<file path="src/design/lcdm_pkg.sv">
// Purpose: shared constants and types of the lcd multiplex drive core
// Assumes: 250 MHz system clock, AXI4-Lite register access
// Notes: output levels are 2-bit codes of the bias ladder taps
package lcdm_pkg;

    // ----------------------------------------------------------------
    // timing
    // ----------------------------------------------------------------
    localparam int unsigned CLK_HZ = 250_000_000;
    localparam int unsigned OSC_NOM_HZ = 64_000;
    localparam int unsigned OSC_DIV = CLK_HZ / OSC_NOM_HZ;
    localparam int unsigned FRAME_DIV = 24;
    localparam logic [4:0] FRAME_LAST = 5'(FRAME_DIV - 1);
    // last count of one backplane slot, indexed by drive mode
    localparam logic [3:0][4:0] SLOT_LAST = {
        5'(FRAME_DIV / 4 - 1),
        5'(FRAME_DIV / 3 - 1),
        5'(FRAME_DIV / 2 - 1),
        5'(FRAME_DIV - 1)
    };

    // ----------------------------------------------------------------
    // geometry
    // ----------------------------------------------------------------
    localparam int unsigned NUM_SEG = 32;
    localparam int unsigned NUM_BP = 4;
    localparam int unsigned PTR_W = 5;
    localparam logic [3:0] BYTE_BITS = 4'h8;

    typedef enum logic [1:0] {
        MODE_STATIC,
        MODE_MUX2,
        MODE_MUX3,
        MODE_MUX4
    } lcdm_mode_e;

    // ----------------------------------------------------------------
    // drive level codes
    // ----------------------------------------------------------------
    localparam logic [1:0] LVL_VSS = 2'h0;
    localparam logic [1:0] LVL_LOW = 2'h1;
    localparam logic [1:0] LVL_HIGH = 2'h2;
    localparam logic [1:0] LVL_LCD_SUPPLY_LEVEL = 2'h3;

    // ----------------------------------------------------------------
    // register map
    // ----------------------------------------------------------------
    localparam int unsigned AXI_AW = 8;
    localparam logic [7:0] REG_CTRL = 8'h00;
    localparam logic [7:0] REG_DATA = 8'h04;
    localparam logic [7:0] REG_PTR = 8'h08;
    localparam logic [7:0] REG_STAT = 8'h0c;
    localparam logic [7:0] REG_RAM = 8'h10;
    localparam int unsigned CTRL_MODE_LSB = 0;
    localparam int unsigned CTRL_HALF_BIT = 2;
    localparam int unsigned CTRL_EN_BIT = 3;
    localparam lcdm_mode_e CTRL_MODE_RST = MODE_MUX4;
    localparam logic CTRL_HALF_RST = 1'b0;
    localparam logic CTRL_EN_RST = 1'b0;
    localparam int unsigned STAT_BUSY_BIT = 0;
    localparam int unsigned STAT_SLOT_LSB = 1;
    localparam int unsigned STAT_PHASE_BIT = 3;
    localparam int unsigned STAT_EXT_BIT = 4;
    localparam logic [1:0] RESP_OKAY = 2'h0;
    localparam logic [1:0] RESP_SLVERR = 2'h2;

    // ----------------------------------------------------------------
    // carriers
    // ----------------------------------------------------------------
    typedef struct packed {
        logic awvalid;
        logic [AXI_AW-1:0] awaddr;
        logic wvalid;
        logic [31:0] wdata;
        logic [3:0] wstrb;
        logic bready;
        logic arvalid;
        logic [AXI_AW-1:0] araddr;
        logic rready;
    } lcdm_axil_req_s;

    typedef struct packed {
        logic awready;
        logic wready;
        logic bvalid;
        logic [1:0] bresp;
        logic arready;
        logic rvalid;
        logic [31:0] rdata;
        logic [1:0] rresp;
    } lcdm_axil_rsp_s;

    typedef struct packed {
        logic [NUM_BP-1:0][1:0] bp;
        logic [NUM_SEG-1:0][1:0] seg;
    } lcdm_drive_s;

    typedef struct packed {
        logic [1:0] ext_sync;
        logic ext_prev;
        logic [1:0] osc_sync;
        lcdm_mode_e mode;
        logic half;
        logic disp_en;
        logic [PTR_W-1:0] ptr;
        logic [1:0] bidx;
        logic [7:0] shift;
        logic [3:0] nbits;
        logic [NUM_SEG-1:0][3:0] ram;
        logic [NUM_SEG-1:0] latch;
        logic [1:0] slot;
        logic [4:0] scnt;
        logic phase;
        logic aw_got;
        logic [AXI_AW-1:0] awaddr;
        logic w_got;
        logic [31:0] wdata;
        logic [3:0] wstrb;
        lcdm_axil_rsp_s rsp;
        lcdm_drive_s drv;
    } lcdm_core_s;

endpackage

</file>
<file path="src/design/lcdm_div.sv">
// Purpose: enable-driven modulo counter giving a one-cycle tick
// Assumes: i_last is held steady while counting
// Notes: the tick is combinational so it aligns with the enable
`timescale 1ns/10ps
`default_nettype none

module lcdm_div #(
    parameter int unsigned W = 12
) (
    input wire logic i_clk,
    input wire logic i_rst_n,
    input wire logic i_en,
    input wire logic i_clr,
    input wire logic [W-1:0] i_last,
    output logic o_tick
);

    typedef struct packed {
        logic [W-1:0] cnt;
    } lcdm_div_st_s;

    lcdm_div_st_s s_reg;
    lcdm_div_st_s s_next;

    assign o_tick = i_en & ~i_clr & (s_reg.cnt == i_last);

    always_comb begin
        s_next = s_reg;
        if (i_clr) begin
            s_next.cnt = '0;
        end else if (o_tick) begin
            s_next.cnt = '0;
        end else if (i_en) begin
            s_next.cnt = s_reg.cnt + 1'b1;
        end
    end

    always_ff @(posedge i_clk or negedge i_rst_n) begin
        if (!i_rst_n) begin
            s_reg <= '0;
        end else begin
            s_reg <= s_next;
        end
    end

endmodule

`default_nettype wire

</file>
<file path="src/design/lcdm_core.sv">
// Purpose: lcd multiplex drive core with display ram and AXI4-Lite regs
// Assumes: single 250 MHz clock, asynchronous active-low reset
// Notes: ext clock and oscillator select pins pass two flops first
//
// Behaviour
// - reset: outputs at supply level, display off
// - reset mode: 1:4, third bias
// - 1:2 takes half or third bias
// - levels follow last written drive mode
// - modes: static, 1:2, 1:3, 1:4
// - 1:3 and 1:4 may use half bias
// - select pin high: external clock; low: internal
// - frame rate is selected clock over 24
// - a latch holds segment data; one latch bit per segment
// - 32 segments follow phase and latch bits
// - spare backplanes mirror used ones by mode
// - ram is 32 words of 4 bits; 1 means segment on
// - bit column n is shown against backplane n
// - display bits stored on arrival, grouped by mode
// - static: byte goes to bit 0 of eight addresses
// - 1:2: byte fills bits 0 and 1 of four addresses
// - 1:3: bits 0 to 2 of three addresses, last bit 2 kept
// - 1:4: byte fills bits 0 to 3 of two addresses
`timescale 1ns/10ps
`default_nettype none

module lcdm_core #(
    parameter int unsigned OSC_DIV = lcdm_pkg::OSC_DIV
) (
    input wire logic i_clk,
    input wire logic i_rst_n,
    input wire logic i_oscillator_select_pin,
    input wire logic i_ext_clk,
    input wire lcdm_pkg::lcdm_axil_req_s i_axi,
    output lcdm_pkg::lcdm_axil_rsp_s o_axi,
    output logic [1:0] o_backplane_out_0,
    output logic [1:0] o_backplane_out_1,
    output logic [1:0] o_backplane_out_2,
    output logic [1:0] o_backplane_out_3,
    output logic [2*lcdm_pkg::NUM_SEG-1:0] o_segment_outputs
);

    localparam int unsigned OSC_W = $clog2(OSC_DIV + 1);

    lcdm_pkg::lcdm_core_s s_reg;
    lcdm_pkg::lcdm_core_s s_next;

    logic osc_tick;
    logic sel_tick;
    logic frame_end;
    logic wr_fire;
    logic ctrl_wr;

    // ----------------------------------------------------------------
    // level helpers
    // ----------------------------------------------------------------
    // logical backplane that a physical output carries
    function automatic logic [1:0] bp_map(input lcdm_pkg::lcdm_mode_e m,
                                          input logic [1:0] idx);
        logic [1:0] r;
        r = idx;
        case (m)
            lcdm_pkg::MODE_STATIC: r = 2'h0;
            lcdm_pkg::MODE_MUX2: r = {1'b0, idx[0]};
            lcdm_pkg::MODE_MUX3: r = (idx == 2'h3) ? 2'h1 : idx;
            default: r = idx;
        endcase
        return r;
    endfunction

    function automatic logic [1:0] bp_level(input logic active,
                                            input logic ph,
                                            input logic half);
        logic [1:0] r;
        r = lcdm_pkg::LVL_LCD_SUPPLY_LEVEL;
        if (active) begin
            r = ph ? lcdm_pkg::LVL_VSS : lcdm_pkg::LVL_LCD_SUPPLY_LEVEL;
        end else if (half) begin
            r = lcdm_pkg::LVL_LOW;
        end else begin
            r = ph ? lcdm_pkg::LVL_HIGH : lcdm_pkg::LVL_LOW;
        end
        return r;
    endfunction

    function automatic logic [1:0] seg_level(input logic on,
                                             input logic ph,
                                             input logic two_lvl);
        logic [1:0] r;
        r = lcdm_pkg::LVL_LCD_SUPPLY_LEVEL;
        if (on) begin
            r = ph ? lcdm_pkg::LVL_LCD_SUPPLY_LEVEL : lcdm_pkg::LVL_VSS;
        end else if (two_lvl) begin
            r = ph ? lcdm_pkg::LVL_VSS : lcdm_pkg::LVL_LCD_SUPPLY_LEVEL;
        end else begin
            r = ph ? lcdm_pkg::LVL_LOW : lcdm_pkg::LVL_HIGH;
        end
        return r;
    endfunction

    // one ram bit column as a latch image
    function automatic logic [lcdm_pkg::NUM_SEG-1:0] ram_col(
            input logic [lcdm_pkg::NUM_SEG-1:0][3:0] ram,
            input logic [1:0] col);
        logic [lcdm_pkg::NUM_SEG-1:0] r;
        r = '0;
        for (int j = 0; j < lcdm_pkg::NUM_SEG; j++) begin
            r[j] = ram[j][col];
        end
        return r;
    endfunction

    // ----------------------------------------------------------------
    // clock selection and frame timing
    // ----------------------------------------------------------------
    lcdm_div #(
        .W(OSC_W)
    ) u_osc (
        .i_clk(i_clk),
        .i_rst_n(i_rst_n),
        .i_en(1'b1),
        .i_clr(1'b0),
        .i_last(OSC_W'(OSC_DIV - 1)),
        .o_tick(osc_tick)
    );

    // pin clock edge or internal oscillator tick
    assign sel_tick = s_reg.osc_sync[1] ?
        (s_reg.ext_sync[1] & ~s_reg.ext_prev) : osc_tick;

    lcdm_div #(
        .W(5)
    ) u_frame (
        .i_clk(i_clk),
        .i_rst_n(i_rst_n),
        .i_en(sel_tick),
        .i_clr(ctrl_wr),
        .i_last(lcdm_pkg::FRAME_LAST),
        .o_tick(frame_end)
    );

    // ----------------------------------------------------------------
    // register write decode
    // ----------------------------------------------------------------
    assign wr_fire = s_reg.aw_got & s_reg.w_got & ~s_reg.rsp.bvalid &
                     (s_reg.nbits == '0);
    assign ctrl_wr = wr_fire & s_reg.wstrb[0] &
                     (s_reg.awaddr == lcdm_pkg::REG_CTRL);

    // ----------------------------------------------------------------
    // next state
    // ----------------------------------------------------------------
    always_comb begin
        logic [1:0] next_slot;
        logic two_lvl;
        next_slot = '0;
        two_lvl = 1'b0;
        s_next = s_reg;

        // pin synchronisers
        s_next.ext_sync = {s_reg.ext_sync[0], i_ext_clk};
        s_next.ext_prev = s_reg.ext_sync[1];
        s_next.osc_sync = {s_reg.osc_sync[0], i_oscillator_select_pin};

        // slot sequencing, one slot per backplane in use
        next_slot = s_reg.slot + 2'h1;
        if (ctrl_wr) begin
            s_next.slot = '0;
            s_next.latch = ram_col(s_reg.ram, 2'h0);
            s_next.scnt = '0;
            s_next.phase = 1'b0;
        end else if (sel_tick) begin
            if (frame_end) begin
                s_next.slot = '0;
                s_next.scnt = '0;
                s_next.phase = ~s_reg.phase;
                s_next.latch = ram_col(s_reg.ram, 2'h0);
            end else if (s_reg.scnt == lcdm_pkg::SLOT_LAST[s_reg.mode]) begin
                s_next.scnt = '0;
                s_next.slot = next_slot;
                s_next.latch = ram_col(s_reg.ram, next_slot);
            end else begin
                s_next.scnt = s_reg.scnt + 5'h01;
            end
        end

        // serial store of display bits, one bit a cycle, msb first
        if (s_reg.nbits != '0) begin
            s_next.ram[s_reg.ptr][s_reg.bidx] = s_reg.shift[7];
            s_next.shift = {s_reg.shift[6:0], 1'b0};
            s_next.nbits = s_reg.nbits - 4'h1;
            // group width is mode+1 bits; a short last group
            // leaves its upper bits untouched
            if (s_reg.bidx == 2'(s_reg.mode) ||
                    s_reg.nbits == 4'h1) begin
                s_next.bidx = '0;
                s_next.ptr = s_reg.ptr + 5'h01;
            end else begin
                s_next.bidx = s_reg.bidx + 2'h1;
            end
        end

        // AXI write address and data capture
        if (i_axi.awvalid && s_reg.rsp.awready) begin
            s_next.aw_got = 1'b1;
            s_next.awaddr = i_axi.awaddr;
            s_next.rsp.awready = 1'b0;
        end
        if (i_axi.wvalid && s_reg.rsp.wready) begin
            s_next.w_got = 1'b1;
            s_next.wdata = i_axi.wdata;
            s_next.wstrb = i_axi.wstrb;
            s_next.rsp.wready = 1'b0;
        end

        // write response completes; reopen both channels
        if (s_reg.rsp.bvalid && i_axi.bready) begin
            s_next.rsp.bvalid = 1'b0;
            s_next.rsp.awready = 1'b1;
            s_next.rsp.wready = 1'b1;
        end

        // register write, held off while a byte is still being stored
        if (wr_fire) begin
            s_next.aw_got = 1'b0;
            s_next.w_got = 1'b0;
            s_next.rsp.bvalid = 1'b1;
            s_next.rsp.bresp = lcdm_pkg::RESP_OKAY;
            case (s_reg.awaddr)
                lcdm_pkg::REG_CTRL: begin
                    if (s_reg.wstrb[0]) begin
                        s_next.mode = lcdm_pkg::lcdm_mode_e'(
                            s_reg.wdata[lcdm_pkg::CTRL_MODE_LSB +: 2]);
                        s_next.half =
                            s_reg.wdata[lcdm_pkg::CTRL_HALF_BIT];
                        s_next.disp_en = s_reg.wdata[lcdm_pkg::CTRL_EN_BIT];
                    end
                end
                lcdm_pkg::REG_DATA: begin
                    if (s_reg.wstrb[0]) begin
                        s_next.shift = s_reg.wdata[7:0];
                        s_next.nbits = lcdm_pkg::BYTE_BITS;
                        s_next.bidx = '0;
                    end
                end
                lcdm_pkg::REG_PTR: begin
                    if (s_reg.wstrb[0]) begin
                        s_next.ptr = s_reg.wdata[lcdm_pkg::PTR_W-1:0];
                        s_next.bidx = '0;
                    end
                end
                lcdm_pkg::REG_STAT, lcdm_pkg::REG_RAM: begin
                    s_next.rsp.bresp = lcdm_pkg::RESP_OKAY;
                end
                default: begin
                    s_next.rsp.bresp = lcdm_pkg::RESP_SLVERR;
                end
            endcase
        end

        // read channel
        if (s_reg.rsp.rvalid && i_axi.rready) begin
            s_next.rsp.rvalid = 1'b0;
            s_next.rsp.arready = 1'b1;
        end
        if (i_axi.arvalid && s_reg.rsp.arready) begin
            s_next.rsp.arready = 1'b0;
            s_next.rsp.rvalid = 1'b1;
            s_next.rsp.rdata = '0;
            s_next.rsp.rresp = lcdm_pkg::RESP_OKAY;
            case (i_axi.araddr)
                lcdm_pkg::REG_CTRL: begin
                    s_next.rsp.rdata[lcdm_pkg::CTRL_MODE_LSB +: 2] = s_reg.mode;
                    s_next.rsp.rdata[lcdm_pkg::CTRL_HALF_BIT] = s_reg.half;
                    s_next.rsp.rdata[lcdm_pkg::CTRL_EN_BIT] = s_reg.disp_en;
                end
                lcdm_pkg::REG_DATA: begin
                    s_next.rsp.rdata = '0;
                end
                lcdm_pkg::REG_PTR: begin
                    s_next.rsp.rdata[lcdm_pkg::PTR_W-1:0] = s_reg.ptr;
                end
                lcdm_pkg::REG_STAT: begin
                    s_next.rsp.rdata[lcdm_pkg::STAT_BUSY_BIT] =
                        (s_reg.nbits != '0);
                    s_next.rsp.rdata[lcdm_pkg::STAT_SLOT_LSB +: 2] = s_reg.slot;
                    s_next.rsp.rdata[lcdm_pkg::STAT_PHASE_BIT] = s_reg.phase;
                    s_next.rsp.rdata[lcdm_pkg::STAT_EXT_BIT] =
                        s_reg.osc_sync[1];
                end
                lcdm_pkg::REG_RAM: begin
                    s_next.rsp.rdata[3:0] = s_reg.ram[s_reg.ptr];
                end
                default: begin
                    s_next.rsp.rresp = lcdm_pkg::RESP_SLVERR;
                end
            endcase
        end

        // drive levels; segments use only the outer levels in static and half bias
        two_lvl = s_reg.half || (s_reg.mode == lcdm_pkg::MODE_STATIC);
        for (int i = 0; i < lcdm_pkg::NUM_BP; i++) begin
            if (s_reg.disp_en) begin
                s_next.drv.bp[i] = bp_level(
                    (s_reg.mode == lcdm_pkg::MODE_STATIC) ||
                    (bp_map(s_reg.mode, 2'(i)) == s_reg.slot),
                    s_reg.phase, s_reg.half);
            end else begin
                s_next.drv.bp[i] = lcdm_pkg::LVL_LCD_SUPPLY_LEVEL;
            end
        end
        for (int j = 0; j < lcdm_pkg::NUM_SEG; j++) begin
            if (s_reg.disp_en) begin
                s_next.drv.seg[j] = seg_level(s_reg.latch[j], s_reg.phase,
                                              two_lvl);
            end else begin
                s_next.drv.seg[j] = lcdm_pkg::LVL_LCD_SUPPLY_LEVEL;
            end
        end
    end

    // ----------------------------------------------------------------
    // state register
    // ----------------------------------------------------------------
    always_ff @(posedge i_clk or negedge i_rst_n) begin
        if (!i_rst_n) begin
            s_reg <= '0;
            s_reg.mode <= lcdm_pkg::CTRL_MODE_RST;
            s_reg.half <= lcdm_pkg::CTRL_HALF_RST;
            s_reg.disp_en <= lcdm_pkg::CTRL_EN_RST;
            s_reg.rsp.awready <= 1'b1;
            s_reg.rsp.wready <= 1'b1;
            s_reg.rsp.arready <= 1'b1;
            s_reg.drv.bp <= {lcdm_pkg::NUM_BP{lcdm_pkg::LVL_LCD_SUPPLY_LEVEL}};
            s_reg.drv.seg <= {lcdm_pkg::NUM_SEG{lcdm_pkg::LVL_LCD_SUPPLY_LEVEL}};
        end else begin
            s_reg <= s_next;
        end
    end

    // ----------------------------------------------------------------
    // outputs
    // ----------------------------------------------------------------
    assign o_axi = s_reg.rsp;
    assign o_backplane_out_0 = s_reg.drv.bp[0];
    assign o_backplane_out_1 = s_reg.drv.bp[1];
    assign o_backplane_out_2 = s_reg.drv.bp[2];
    assign o_backplane_out_3 = s_reg.drv.bp[3];
    assign o_segment_outputs = s_reg.drv.seg;

endmodule

`default_nettype wire

</file>
<file path="config.mk">
export PLATFORM = sky130hd
export DESIGN_NAME = lcdm_core
export DESIGN_NICKNAME = d
export VERILOG_FILES = /design/src/design/lcdm_pkg.sv /design/src/design/lcdm_div.sv /design/src/design/lcdm_core.sv
export SDC_FILE = /design/constraint.sdc
export NUM_CORES = 1
export LEC_CHECK = 0
export ABC_AREA = 1
export BUFFER_PORTS_ARGS = -buffer_cell sky130_fd_sc_hd__buf_2
export CORE_ASPECT_RATIO = 1.5
export CORE_MARGIN = 2
export CORE_UTILIZATION = 30
export CTS_BUF_LIST = sky130_fd_sc_hd__clkbuf_2 sky130_fd_sc_hd__clkbuf_4 sky130_fd_sc_hd__clkbuf_8
export DETAILED_ROUTE_END_ITERATION = 10
export HOLD_SLACK_MARGIN = 0.03
export RECOVER_POWER = 50
export SYNTH_ARGS = -nofsm -noshare
export SYNTH_HDL_FRONTEND = slang
export SYNTH_SLANG_ARGS = --single-unit
</file>
<file path="constraint.sdc">
create_clock -name i_clk -period 2.8 [get_ports i_clk]
set_input_delay 0.56 -clock i_clk [delete_from_list [all_inputs] [get_ports i_clk]]
set_output_delay 0.56 -clock i_clk [all_outputs]
set_load 0.03 [all_outputs]
</file>
# Word-level counts from Yosys, hierarchy flattened
# Cells that the tools add are included.
# W data, S select, Z words.
[op_classes] reduce_logical=35 add_sub_neg=7 eq_ne=19 mux=192 n_lt_le_gt_ge=6 bitwise_logic=12
[ops] operator="$mux W2" n=87
[ops] operator="$mux W147" n=1
[ops] operator="$bwmux W128" n=1
[ops] operator="$mux W40" n=2
[ops] operator="$bmux W1 S2" n=32
[ops] operator="$mux W1" n=40
[ops] operator="$mux W39" n=1
[ops] operator="$mux W37" n=1
[ops] operator="$mux W36" n=1
[ops] operator="$mux W5" n=7
[ops] operator="$mux W34" n=1
[ops] operator="$eq A8 B4 Y1 const B" n=4
[ops] operator="$mux W12" n=2
[ops] operator="$bmux W4 S5" n=1
[ops] operator="$demux W4 S5" n=1
[ops] operator="$mux W19" n=1
[ops] operator="$eq A8 B3 Y1 const B" n=2
[ops] operator="$eq A8 B5 Y1 const B" n=2
[ops] operator="$logic_not A8 Y1" n=2
[ops] operator="$pmux W4 S4" n=1
[ops] operator="$reduce_bool A2 Y1" n=8
[ops] operator="$add A5 B1 Y5 const B" n=3
[ops] operator="$mux W14" n=1
[ops] operator="$add A12 B1 Y12 const B" n=1
[ops] operator="other kinds (33)" n=68
[totals] reg_bits=345 output_inout_bits=113 in_bits=61

# Logic depth before layout (Yosys ltp)
[depth] depth_word=11 ltp_mapped=13 mapped_depth_nobuf=11

# Cells and area by module
# From an unflattened synthesis, not the netlist that was laid out.
[hier_totals] hier_cells=2241 area_unflattened_um2=17470.5
[by_module_without_submodules] module="lcdm_core" n_inst=1 area_each_um2=16133.0 cells_each=2028
[by_module_without_submodules] module="lcdm_div at u_osc" n_inst=1 area_each_um2=955.9 cells_each=149
[by_module_without_submodules] module="lcdm_div at u_frame" n_inst=1 area_each_um2=381.6 cells_each=64

# Worst setup path after synthesis
# OpenSTA, ideal clock, no wires.
[synth_timing] kind="register to register" startpoint="register s_reg[165] (netlist name)" endpoint="register s_reg[190] (netlist name)" arrival_time_ps=1958 slack_ps=777 path_stages_with_launch=13 setup_ps=65 path_cell_list="dfrtp_1 -> inv_1 -> clkbuf_1 -> ha_1 -> clkbuf_1 -> inv_1 -> clkbuf_1 -> o21ai_0 -> a21oi_1 -> a21oi_1 -> nand2_1 -> nand3_1 -> nand2_1"
[synth_via] elab_chain_cells=7
[synth_rtl] element="start, declared" line="lcdm_core.sv:45" source="lcdm_pkg::lcdm_core_s s_reg;"
[synth_rtl] element="start signal, assigned" line="lcdm_core.sv:337" source="s_reg <= s_next;"
[synth_rtl] element="$add A2 B1 Y2" line="lcdm_core.sv:166" source="next_slot = s_reg.slot + 2'h1;"
[synth_rtl] element="$bmux W1 S2" line="lcdm_core.sv:108" source="r[j] = ram[j][col];"
[synth_rtl] element="$mux W1 (not written as such)" line="lcdm_core.sv:108"
[synth_rtl] element="$mux W34" line="lcdm_core.sv:178" source="end else if (s_reg.scnt == lcdm_pkg::SLOT_LAST[s_reg.mode]) begin"
[synth_rtl] element="$mux W39" line="lcdm_core.sv:173" source="if (frame_end) begin"
[synth_rtl] element="$mux W40" line="lcdm_core.sv:172" source="end else if (sel_tick) begin"
[synth_rtl] element="$mux W40" line="lcdm_core.sv:167" source="if (ctrl_wr) begin"
# Every way passes these cells. The select of a mux whose other input is x is not followed.
# A chain may end at the register's enable or synchronous reset.

# Worst setup path after layout
[layout_timing] startpoint="register s_reg[327] (netlist name)" endpoint="register s_reg[194] (netlist name)"
[layout_via] elab_chain_cells=10
[layout_rtl] element="$logic_not A4 Y1 (*)" line="lcdm_core.sv:146" source="(s_reg.nbits == '0);"
[layout_rtl] element="$and A1 B1 Y1 (*)" line="lcdm_core.sv:145" source="assign wr_fire = s_reg.aw_got & s_reg.w_got & ~s_reg.rsp.bvalid &"
[layout_rtl] element="$and A1 B1 Y1 (*) (2 in series)" line="lcdm_core.sv:147" source="assign ctrl_wr = wr_fire & s_reg.wstrb[0] &"
[layout_rtl] element="$not A1 Y1" line="lcdm_div.sv:25" source="assign o_tick = i_en & ~i_clr & (s_reg.cnt == i_last);"
[layout_rtl] element="$and A1 B1 Y1 (2 in series)" line="lcdm_div.sv:25"
[layout_rtl] element="$mux W39" line="lcdm_core.sv:173"
[layout_rtl] element="$mux W40" line="lcdm_core.sv:172"
[layout_rtl] element="$mux W40" line="lcdm_core.sv:167"
# Mark *: on every way between the ends. The rest lies on a longest branch, timed or not. The select of a mux whose other input is x is not followed.

==> impl_metrics.env <==
export IMPL_skew_ps=39.4
export IMPL_grt_overflow_total=0
export IMPL_start_util_pct=30.3
export IMPL_crit_arrival_ps=2860
export IMPL_grt_antenna_before_repair=1
export IMPL_whs_ps=67.4
export IMPL_drt_total_wl_mm=47.2
export IMPL_cp_start_kind="register"
export IMPL_synth_area_per_cell_um2=7.94
export IMPL_seq_area_frac_synth_pct=47.3
export IMPL_port_buffers=117
export IMPL_crit_path_frequent_cell="nand3_1"
export IMPL_finalPower_uw=17500
export IMPL_final_util_pct=33.6
export IMPL_num_io_pins=174
export IMPL_htreeDepth=2
export IMPL_setup_violations=0
export IMPL_place_congestion=0.837
export IMPL_leakage_uw=0.00870
export IMPL_cts_root_buf="clkbuf_8"
export IMPL_synth_distinct_cells=45
export IMPL_fp_row_count=106
export IMPL_area_growth_pct=10.8
export IMPL_grt_pass1_wl_mm=75.1
export IMPL_dieArea_mm2=0.0584
export IMPL_hold_path_class="in -> reg"
export IMPL_netlist_area_mm2=0.0169
export IMPL_cp_slowest_cell="buf_4"
export IMPL_core_area_mm2=0.0558
export IMPL_grt_max_degree=125
export IMPL_drv_cap=1
export IMPL_clkSlewWorstSetupHoldPaths_ps=60
export IMPL_layout_commonest_cell="nand2_1"
export IMPL_clockBufferDepth=3
export IMPL_grt_use_total_pct=16.1
export IMPL_final_hold_viol_count=0
export IMPL_fp_dieW_um=198
export IMPL_clock_latency_ps=630
export IMPL_via_per_inst=4.96
export IMPL_worstSetupPathType="reg -> reg"
export IMPL_wl_per_cell_um=16.1
export IMPL_dpl_hpwl_mm=31.3
export IMPL_final_setup_tns_ps=0
export IMPL_fmax_mhz=422
export IMPL_fin_crit_ps=2370
export IMPL_crit_path_end_kind="register"
export IMPL_synth_seq_cells=316
export IMPL_antenna_left=0
export IMPL_failed_checks="max-capacitance violations, max-slew violations"
export IMPL_cts_tree="done"
export IMPL_synth_cells=2133
export IMPL_crit_chain="inv_1, ha_1, nand2_1, nor2_4, nand3_1, nand2_2, buf_4, nand3_1, nand3_1, nand2_1"
export IMPL_grt_pass1_vias=13900
export IMPL_maxSlewViolCount=50
export IMPL_die_y_um=295
export IMPL_drt_first_iter_violations=1268
export IMPL_pre_cts_ws_ps=471
export IMPL_drive_above_1_share_pct=17.5
export IMPL_num_vias=14500
export IMPL_layout_common_cells="466 x nand2_1, 251 x a21oi_1, 238 x dfrtp_1"
export IMPL_tightest_slew_ps=1550
export IMPL_slew_headroom_pct=-3.23
export IMPL_drtPass1Iterations=6
export IMPL_yosys_warnings=0
export IMPL_synth_top_cell_area_share_pct=35.3
export IMPL_fin_crit_sh_pct=84.6
export IMPL_crit_required_ps=3290
export IMPL_powerDensity_mw_per_mm2=933
export IMPL_synthTopCellsByArea="dfrtp_1 35%, dfstp_2 12%, nand2_1 10%, a21oi_1 7.4%, buf_4 5.2%"
export IMPL_post_cts_resized=0
export IMPL_cp_max_fo=32
export IMPL_slowest_delay_ps=430
export IMPL_rsz0062_at_grt="false"
export IMPL_fin_ws_ps=431
export IMPL_status="finished with violations"
export IMPL_clock_sinks=316
export IMPL_ir_drop_mv=0.562
export IMPL_synth_top_cell_by_area="dfrtp_1"
export IMPL_rrSetupSlack_ps=430
export IMPL_cts_made_buffers=50
export IMPL_nets=2213
export IMPL_drc_errors=0
Yosys cell counts, drive strengths merged:
library cell  count
dfrtp           239
and3              1
inv             212
o21ai           170
o211ai            3
conb              1
buf             153
nor4              1
nor3              9
nand4            15
clkinv            2
a211oi            2
nand3b            1
dfstp            77
a211o             1
o21a              3
xor2              5
or2               3
mux2             14
a31oi           128
ha               17
xnor2             5
nor2            112
o311ai            1
nor3b             2
nand3           152
a21oi           251
o31ai             1
nand2           468
clkbuf           82
o22ai             2
metal layers:
metal / global-route usage, % / vias to the layer above / wire, um
li1: - / 6925 / -
met1: 19.7 / 6913 / 19500
met2: 27.5 / 578 / 22600
met3: 2.64 / 121 / 3110
met4: 7.74 / 0 / 1930
met5: 0 / - / 0
critical path: cells and delay by family (launching register included):
family	cells	cell delay (ps)
fa+ha+maj	1	210
buf+inv	2	560
simple gates	7	1050
flops	1	410
final timing paths:
path,from,endpoint,depth (start not counted)
worst max-delay path,s_reg[327]$_DFF_PN0_,s_reg[194]$_DFFE_PN0P_,10
worst min-delay path,i_ext_clk,s_next[354]$_DFF_PN0_,1
worst min register to register,s_next[351]$_DFF_PN0_,s_reg[351]$_DFF_PN0_,0
min in group asynchronous,i_rst_n,s_reg[157]$_DFFE_PN0P_,2
max in group asynchronous,i_rst_n,o_segment_outputs[3]$_DFF_PN1_,3
worst max register to register,s_reg[327]$_DFF_PN0_,s_reg[194]$_DFFE_PN0P_,10
timing repair:
action | in CTS | in global routing
buffers inserted | 0 | 0
hold buffers | 1 | 0
hold endpoints to repair | 36 | 0
power breakdown:
part,switching [uW],total [uW],internal [uW]
Clock,1940,4600,2660
Sequential,799,6410,5610
Combinational,4480,6490,2010
Total,7220,17500,10300
metrics by stage:
step                      instances  cell area (um2)
after floorplan                2161            17000
after global placement         2838            17600
after detailed placement       2838            17600
after CTS                      2931            18800
after global routing           2932            18800
final                          2932            18800
cell families (layout without fill, tap and decap cells):
logic type,count (synthesis),after routing,share of synthesized area (%)
and+or+nand+nor,764,764,19.3
DFF,316,316,47.3
xor gates and xnor gates,10,10,0.517
adders and majority gates,17,17,1.26
muxes,14,14,0.931
AOI/OAI and AO/OA,562,562,17.8
other,1,30,0.0221
buffers and inverters,449,463,12.9
area by class of cell:
cell class	count	area, um2
clock inverter	13	175
sequential	316	8010
tap	756	946
timing repair buffer	157	973
clock buffer	79	1010
antenna	1	2.50
multi-input combinational	1396	6850
fill	5884	37100
inverter	214	803
(Power assumes the default switching activity.)
